## src/core/rec_pwr_pkg.sv

```systemverilog
// Package: register map, field positions and timing for record channel power control
package rec_pwr_pkg;
  // Register offsets on the control port (channel enable offset from the register map)
  localparam logic [7:0] OFS_CHANNEL_ENABLE = 8'h76;
  localparam logic [7:0] OFS_DYNAMIC_POWER_CONFIG = 8'h77;
  localparam logic [7:0] OFS_POWER_CONFIG = 8'h78;
  localparam logic [7:0] OFS_CHANNEL_POWER_STATUS = 8'h79;

  // Reset values
  localparam logic [7:0] RST_CHANNEL_ENABLE = 8'hCC;
  localparam logic [7:0] RST_DYNAMIC_POWER_CONFIG = 8'h00;
  localparam logic [7:0] RST_POWER_CONFIG = 8'h00;

  // Field positions
  localparam int CHEN_LSB = 4;
  localparam int DYN_EN_BIT = 7;
  localparam int DYN_LIMIT_BIT = 6;
  localparam int DYN_SPLIT_BIT = 3;
  localparam int MASTER_BIT = 7;
  localparam int BIAS_BIT = 5;
  localparam int ULTRA_BIT = 3;
  localparam int VOICE_BIT = 2;
  localparam int NUM_CH = 4;

  // Writable masks: reserved read-only bits stay zero
  localparam logic [7:0] DYN_WR_MASK = 8'hF8;
  localparam logic [7:0] PWR_WR_MASK = 8'hEE;
  localparam logic [7:0] ZERO_BYTE = 8'h00;
  localparam logic [3:0] LOW_CH_MASK = 4'hC;
  localparam logic [3:0] ALL_CH_MASK = 4'hF;

  // Channel power sequencing time
  localparam int SETTLE_NS = 1000;
  localparam int CLK_PERIOD_NS = 4;
  localparam int SETTLE_CYC = (SETTLE_NS + CLK_PERIOD_NS - 1) / CLK_PERIOD_NS;
  localparam int CNT_W = 8;

  typedef enum logic [1:0] {
    CH_OFF,
    CH_RAMP_UP,
    CH_ON,
    CH_RAMP_DOWN
  } ch_state_t;

  // Register write request from the control port
  typedef struct packed {
    logic wr_en;
    logic [7:0] addr;
    logic [7:0] wdata;
  } reg_req_t;

  // Analog power controls driven to the record path
  typedef struct packed {
    logic [3:0] channel_power;
    logic bias_generator_power;
    logic ultrasound_detect_enable;
    logic voice_detect_enable;
    logic dynamic_split_clock_select;
  } pwr_ctrl_t;
endpackage

```

## src/core/channel_power_seq.sv

```systemverilog
// Module: power-up and power-down sequencer for one record channel
`timescale 1ns/10ps
module channel_power_seq (
  // Clock and reset
  input wire logic i_sys_clk,
  input wire logic i_nrst,
  input wire logic i_ce,
  // Request and state
  input wire logic i_power_req,
  output logic o_power_on,
  output logic o_powered_up
);
  rec_pwr_pkg::ch_state_t state_ff;
  logic [rec_pwr_pkg::CNT_W-1:0] cnt_ff;

  localparam logic [rec_pwr_pkg::CNT_W-1:0] SETTLE_LAST =
    rec_pwr_pkg::CNT_W'(rec_pwr_pkg::SETTLE_CYC - 1);

  // Power is applied during ramp-up and on; status rises only when settled
  always_ff @(posedge i_sys_clk or negedge i_nrst) begin
    if (!i_nrst) begin
      state_ff <= rec_pwr_pkg::CH_OFF;
      cnt_ff <= '0;
    end else if (i_ce) begin
      case (state_ff)
        rec_pwr_pkg::CH_OFF: begin
          cnt_ff <= '0;
          if (i_power_req) state_ff <= rec_pwr_pkg::CH_RAMP_UP;
        end
        rec_pwr_pkg::CH_RAMP_UP: begin
          if (!i_power_req) begin
            state_ff <= rec_pwr_pkg::CH_RAMP_DOWN;
            cnt_ff <= '0;
          end else if (cnt_ff == SETTLE_LAST) begin
            state_ff <= rec_pwr_pkg::CH_ON;
          end else begin
            cnt_ff <= cnt_ff + 1'b1;
          end
        end
        rec_pwr_pkg::CH_ON: begin
          cnt_ff <= '0;
          if (!i_power_req) state_ff <= rec_pwr_pkg::CH_RAMP_DOWN;
        end
        default: begin
          // Ramp-down always completes before a new power-up, so the
          // analog block never sees a half-discharged restart
          if (cnt_ff == SETTLE_LAST) begin
            state_ff <= rec_pwr_pkg::CH_OFF;
            cnt_ff <= '0;
          end else begin
            cnt_ff <= cnt_ff + 1'b1;
          end
        end
      endcase
    end
  end

  assign o_power_on = (state_ff == rec_pwr_pkg::CH_RAMP_UP) || (state_ff == rec_pwr_pkg::CH_ON);
  assign o_powered_up = (state_ff == rec_pwr_pkg::CH_ON);
endmodule // channel_power_seq

```

## src/core/record_channel_power_control.sv

```systemverilog
// Module: record path channel enable, power configuration and power status registers
`timescale 1ns/10ps

// Function
// - Bits 7..4 of channel enable are per-channel enables, 1 and 2 on and 3 and 4 off at reset.
// - With dynamic power enable set, each channel powers up or down alone while others record.
// - With dynamic power enable clear, channel power states do not change while any records.
// - Dynamic limit select clear allows dynamic control of channels 1-2, set of channels 1-4.
// - Bit 3 of dynamic config selects same or split modulator and microphone clocks.
// - Bits 2..0 of dynamic config are read-only and zero.
// - Master record power set powers up every enabled channel and no other; while recording, a channel its mode does not let move keeps its state.
// - Master record power clear powers all channels down, and it is clear at reset.
// - Bias power bit 5 powers the bias generator up when set, default off.
// - Power config bit 3 enables ultrasound activity detection, default off.
// - Power config bit 2 enables voice activity detection, default off.
// - Status bits 7..4 show each channel's actual power state, zero at reset.
module record_channel_power_control (
  // Clock, reset, clock enable
  input wire logic i_sys_clk,
  input wire logic i_nrst,
  input wire logic i_ce,
  // Control port register access
  input wire rec_pwr_pkg::reg_req_t i_req,
  input wire logic i_rd_en,
  input wire logic [7:0] i_rd_addr,
  output logic [7:0] o_rd_data,
  output logic o_rd_valid,
  // Record path power controls
  output rec_pwr_pkg::pwr_ctrl_t o_pwr_ctrl
);
  logic [7:0] chen_ff;
  logic [7:0] dyn_ff;
  logic [7:0] pwr_ff;
  logic [3:0] req_ff;
  logic [3:0] nxt_req;
  logic [3:0] seq_on;
  logic [3:0] seq_up;
  logic [3:0] status_ff;
  logic [7:0] rd_data_ff;
  logic rd_valid_ff;
  rec_pwr_pkg::pwr_ctrl_t ctrl_ff;

  // Address match shared by write and read decode
  function automatic logic hit(input logic [7:0] a, input logic [7:0] ofs);
    hit = (a == ofs);
  endfunction

  // Channel enable register; low nibble is stored as written, host keeps it at reset value
  always_ff @(posedge i_sys_clk or negedge i_nrst) begin
    if (!i_nrst) begin
      chen_ff <= rec_pwr_pkg::RST_CHANNEL_ENABLE;
    end else if (i_ce && i_req.wr_en && hit(i_req.addr, rec_pwr_pkg::OFS_CHANNEL_ENABLE)) begin
      chen_ff <= i_req.wdata;
    end
  end

  // Dynamic power configuration; bits 2..0 cannot be written
  always_ff @(posedge i_sys_clk or negedge i_nrst) begin
    if (!i_nrst) begin
      dyn_ff <= rec_pwr_pkg::RST_DYNAMIC_POWER_CONFIG;
    end else if (i_ce && i_req.wr_en &&
                 hit(i_req.addr, rec_pwr_pkg::OFS_DYNAMIC_POWER_CONFIG)) begin
      dyn_ff <= i_req.wdata & rec_pwr_pkg::DYN_WR_MASK;
    end
  end

  // Power configuration; read-only reserved bits 4 and 0 stay zero
  always_ff @(posedge i_sys_clk or negedge i_nrst) begin
    if (!i_nrst) begin
      pwr_ff <= rec_pwr_pkg::RST_POWER_CONFIG;
    end else if (i_ce && i_req.wr_en && hit(i_req.addr, rec_pwr_pkg::OFS_POWER_CONFIG)) begin
      pwr_ff <= i_req.wdata & rec_pwr_pkg::PWR_WR_MASK;
    end
  end

  // Per-channel power request.
  // Master off drops every channel at once. When master is on, a channel
  // follows its enable only if it may move: in dynamic mode within the
  // limited channel set, otherwise only while nothing is recording. A
  // channel outside the allowed set keeps its request until recording stops.
  always_comb begin
    logic [3:0] en_ch;
    logic [3:0] movable;
    logic any_rec;
    en_ch = '0;
    movable = '0;
    any_rec = |seq_on;
    nxt_req = req_ff;
    for (int i = 0; i < rec_pwr_pkg::NUM_CH; i++) begin
      en_ch[i] = chen_ff[rec_pwr_pkg::CHEN_LSB + rec_pwr_pkg::NUM_CH - 1 - i];
    end
    if (!any_rec) begin
      movable = rec_pwr_pkg::ALL_CH_MASK;
    end else if (dyn_ff[rec_pwr_pkg::DYN_EN_BIT]) begin
      movable = dyn_ff[rec_pwr_pkg::DYN_LIMIT_BIT] ? rec_pwr_pkg::ALL_CH_MASK
                                                   : rec_pwr_pkg::LOW_CH_MASK >>
                                                     (rec_pwr_pkg::NUM_CH / 2);
    end
    if (!pwr_ff[rec_pwr_pkg::MASTER_BIT]) begin
      nxt_req = '0;
    end else begin
      for (int i = 0; i < rec_pwr_pkg::NUM_CH; i++) begin
        if (movable[i]) nxt_req[i] = en_ch[i];
      end
    end
  end

  // Request register, bit 0 is channel 1
  always_ff @(posedge i_sys_clk or negedge i_nrst) begin
    if (!i_nrst) begin
      req_ff <= '0;
    end else if (i_ce) begin
      req_ff <= nxt_req;
    end
  end

  // One sequencer per channel
  for (genvar g = 0; g < rec_pwr_pkg::NUM_CH; g++) begin : g_ch
    channel_power_seq u_seq (
      .i_sys_clk(i_sys_clk),
      .i_nrst(i_nrst),
      .i_ce(i_ce),
      .i_power_req(req_ff[g]),
      .o_power_on(seq_on[g]),
      .o_powered_up(seq_up[g])
    );
  end

  // Power status follows completed sequencing
  always_ff @(posedge i_sys_clk or negedge i_nrst) begin
    if (!i_nrst) begin
      status_ff <= '0;
    end else if (i_ce) begin
      status_ff <= seq_up;
    end
  end

  // Analog controls, registered so outputs come from flip-flops
  always_ff @(posedge i_sys_clk or negedge i_nrst) begin
    if (!i_nrst) begin
      ctrl_ff <= '0;
    end else if (i_ce) begin
      ctrl_ff.channel_power <= seq_on;
      ctrl_ff.bias_generator_power <= pwr_ff[rec_pwr_pkg::BIAS_BIT];
      ctrl_ff.ultrasound_detect_enable <= pwr_ff[rec_pwr_pkg::ULTRA_BIT];
      ctrl_ff.voice_detect_enable <= pwr_ff[rec_pwr_pkg::VOICE_BIT];
      ctrl_ff.dynamic_split_clock_select <= dyn_ff[rec_pwr_pkg::DYN_SPLIT_BIT];
    end
  end

  // Read port: one-cycle latency, unmapped offsets read zero
  always_ff @(posedge i_sys_clk or negedge i_nrst) begin
    if (!i_nrst) begin
      rd_data_ff <= rec_pwr_pkg::ZERO_BYTE;
      rd_valid_ff <= 1'b0;
    end else if (i_ce) begin
      rd_valid_ff <= i_rd_en;
      if (!i_rd_en) begin
        rd_data_ff <= rec_pwr_pkg::ZERO_BYTE;
      end else if (hit(i_rd_addr, rec_pwr_pkg::OFS_CHANNEL_ENABLE)) begin
        rd_data_ff <= chen_ff;
      end else if (hit(i_rd_addr, rec_pwr_pkg::OFS_DYNAMIC_POWER_CONFIG)) begin
        rd_data_ff <= dyn_ff;
      end else if (hit(i_rd_addr, rec_pwr_pkg::OFS_POWER_CONFIG)) begin
        rd_data_ff <= pwr_ff;
      end else if (hit(i_rd_addr, rec_pwr_pkg::OFS_CHANNEL_POWER_STATUS)) begin
        rd_data_ff <= {status_ff[0], status_ff[1], status_ff[2], status_ff[3], 4'h0};
      end else begin
        rd_data_ff <= rec_pwr_pkg::ZERO_BYTE;
      end
    end
  end

  assign o_rd_data = rd_data_ff;
  assign o_rd_valid = rd_valid_ff;
  assign o_pwr_ctrl = ctrl_ff;
endmodule // record_channel_power_control

```

## config.mk

```make
export PLATFORM = sky130hd
export DESIGN_NAME = record_channel_power_control
export DESIGN_NICKNAME = d
export VERILOG_FILES = /design/src/core/rec_pwr_pkg.sv /design/src/core/channel_power_seq.sv /design/src/core/record_channel_power_control.sv
export SDC_FILE = /design/constraint.sdc
export NUM_CORES = 1
export LEC_CHECK = 0
export BUFFER_PORTS_ARGS = -buffer_cell sky130_fd_sc_hd__buf_2
export CORE_MARGIN = 2
export CORE_UTILIZATION = 60
export DETAILED_ROUTE_END_ITERATION = 8
export PLACE_DENSITY = 0.81
export SYNTH_ARGS = -nofsm -noshare
export SYNTH_HDL_FRONTEND = slang
export SYNTH_HIERARCHICAL = 1
export SYNTH_SLANG_ARGS = --single-unit
```

## constraint.sdc

```tcl
create_clock -name i_sys_clk -period 3 [get_ports i_sys_clk]
set_input_delay 0.6 -clock i_sys_clk [delete_from_list [all_inputs] [get_ports i_sys_clk]]
set_output_delay 0.6 -clock i_sys_clk [all_outputs]
set_load 0.005 [all_outputs]
```

==> flow_summary_export.csv <==
group,metric,value,unit
floorplanning,fp.dieW,92.7,µm
sta,clock.fmax,536,MHz
floorplanning,die_h,92.7,µm
sta,rsz0062_at_grt,"no",
setup_path,cp.required,3.23,ns
sta,final.min_clock_period,1.87,ns
synth,ys_warn_count,6,
cts,cts_sinks,84,
setup_path,crit_type,"register to register",
synth,synthCells,418,
pwr,leakage,2.47,nW
sta,worstMarginPinSlew,0.656,ns
floorplanning,core_area,7690,µm²
run_status,status,"finished, final reports clean",
synth,synth_sequential_area_ratio,0.446,
cts,ctsResizeCount,0,
cts,clk_pin_slew,0.10,ns
setup_path,cp_max_fo,5,
synth,syn_area_per_cell,11.3,µm²
detailed_routing,drc,0,
detailed_routing,via_count,3452,
detailed_routing,drt_first_iter_violations,152,
detailed_routing,viasPerCell,5.98,
synth,yosysUniqueCellTypes,58,
synth,synth.ff_latch_count,84,
final_layout,nets,526,
cts,post-cts-setup-buffers,0,
synth,netlist.area_leader.share,0.424,
setup_path,critPathLaunchType,"register",
cts,cts-htree-levels,3,
synth,ys.flop_type,"dfrtp_1",
job,max-cap-violations,0,
grt,grt_overflow_total,0,
setup_path,critical_path_arrival,2.10,ns
setup_path,crit_path_end_kind,"register",
cts,clock_latency,0.36,ns
grt,grtUsageTotal,0.228,
place,gp_congestion,0.777,
detailed_routing,wire_per_inst,16.1,µm
sta,fin_tns_setup,0,ns
detailed_routing,drt_wl_total,9280,µm
synth,syn_nets,474,
hold_path,holdCritPathClass,"primary input to asynchronous set/reset pin",
synth,synth_area,4720,µm²
floorplanning,dieArea,8600,µm²
detailed_routing,route.antenna.remaining_nets,0,
final_layout,design_area,5270,µm²
cts,cts.path.max_buffers,2,
synth,synthTopCellsByCount,"80 x dfrtp_1, 42 x nand2_1, 31 x mux2_2, 27 x ha_1, 26 x o21ai_0",
grt,antenna_found_initial,0,
sta,clock_skew,0.0115,ns
synth,async_flop_share,1.00,
detailed_routing,first_pass_iters,4,
synth,synthTopCellsByArea,"dfrtp_1 42%, mux2_2 7.4%, ha_1 7.2%, nand2_1 3.3%, o21ai_0 2.8%",
setup_path,max_stage_delay,0.45,ns
setup_path,path_cells,"inv_1 > ha_1 > o41ai_1 > o21ai_0 > mux2i_1",
floorplanning,ios,46,
synth,synth_edf_count,0,
place,dpl.hpwl,6440,µm
sta,slew_headroom,0.559,
grt,grt_pass1_vias,3395,
sta,period_share,0.622,
final_layout,layout-drive-gt1-share,0.269,
final_layout,area_delta_synth_final,11.5,%
sta,timing.final.hold_violations,0,
pwr,power,3.30,mW
cts,cts_root_buf,"clkbuf_8",
sta,setup_violations,0,
sta,maxSlewViolCount,0,
place,portBuffers,45,
setup_path,slowest_stage,"o41ai_1",
synth,synth_top_area_cell,"dfrtp_1",
cts,cts_buffers,9,
cts,tritoncts,"built",
pwr,ir_worst_vdd,0.000386,V
floorplanning,start_util,0.614,
sta,whs,0.224,ns
synth,post-synth-top-count-cell,"dfrtp_1",
pwr,power_density,627,nW/µm²
floorplanning,fp-row-count,32,
place,dpl_cell_area,5060,µm²
final_layout,diodes,0,
cts,holdBufCountCts,0,
grt,grt_pass1_wl,15600,µm
grt,grt_max_degree,46,
## metal layers
| layer | global-route usage | wire, µm |
|---|---|---|
| met5 | 0 | 0 |
| met4 | 0.0846 | 116 |
| met3 | 0.0448 | 281 |
| met2 | 0.382 | 4660 |
| met1 | 0.296 | 4220 |
## layout by cell type (no fill, tap or decap), types with 8 or more instances in the layout
cell type   n
or3_1      15
a21oi_1    20
mux2i_1     9
a21o_1     10
dfrtp_1    80
mux2_2     31
nand2b_1    8
o21ai_0    26
nor2_1      9
nand3_1     8
buf_2      44
nand2_1    42
ha_1       27
clkbuf_8    9
inv_1      24
mux2_1      8
## where the power goes
part	total, mW	switching (mW)	leakage (nW)	internal (mW)
logic	0.991	0.538	1.24	0.453
clock network	0.846	0.447	0.102	0.399
registers	1.46	0.166	1.12	1.30
## worst paths after layout
path                                           start  slack, ns  depth (start not counted)             to
max                        g_ch[1].u_seq/state_ff[0]       1.13                          5      req_ff[2]
min                                           i_nrst       0.22                          1      req_ff[3]
max reg2reg                g_ch[1].u_seq/state_ff[0]       1.13                          5      req_ff[2]
min reg2reg                            o_pwr_ctrl[6]       0.51                          1  o_pwr_ctrl[6]
max in group asynchronous                     i_nrst       2.02                          2     chen_ff[7]
min in group i_sys_clk                      i_req[0]       0.47                          2     chen_ff[0]
## through the flow
stage	instances	setup slack (ns)	utilization
after CTS	577	1.12	0.685
final	577	1.13	0.685
after floorplan	418	1.16	-
after global routing	577	0.989	0.685
after detailed placement	561	0.816	0.658
after global placement	561	0.876	0.658
## cell type report
cell class / instances / area [µm²]
Multi-Input combinational cell: 302 / 2470
Fill cell: 585 / 2420
Sequential cell: 84 / 2110
Timing Repair Buffer: 49 / 258
Tap cell: 102 / 128
Clock buffer: 9 / 124
Inverter: 24 / 90.1
Clock inverter: 7 / 83.8
## flip-flops by register name, indices dropped and copies added, names as in the netlist
| signal | count |
|---|---|
| g_ch.u_seq/cnt_ff | 32 |
| chen_ff | 8 |
| status_ff | 4 |
| o_pwr_ctrl | 8 |
| o_rd_data | 8 |
| g_ch.u_seq/state_ff | 8 |
| dyn_ff | 5 |
| pwr_ff | 6 |
| req_ff | 4 |
| o_rd_valid | 1 |
## critical path, delay by kind of cell (launching register included)
family,cells,cell delay (ns)
mux,1,0.18
buf+inv,1,0.09
fa+ha+maj,1,0.36
compound gates,2,0.70
flops,1,0.43
## logic make-up (layout without fill, tap and decap cells)
group / after synthesis / in the layout / share of synthesized area
xor gates and xnor gates: 4 / 4 / 0.00742
and+or+nand+nor: 123 / 123 / 0.166
muxes: 54 / 54 / 0.131
buffers and inverters: 32 / 89 / 0.0297
adders and majority gates: 27 / 27 / 0.0715
AOI/OAI and AO/OA: 94 / 94 / 0.148
DFF: 84 / 84 / 0.446
Power figures use the tool's default switching activity.
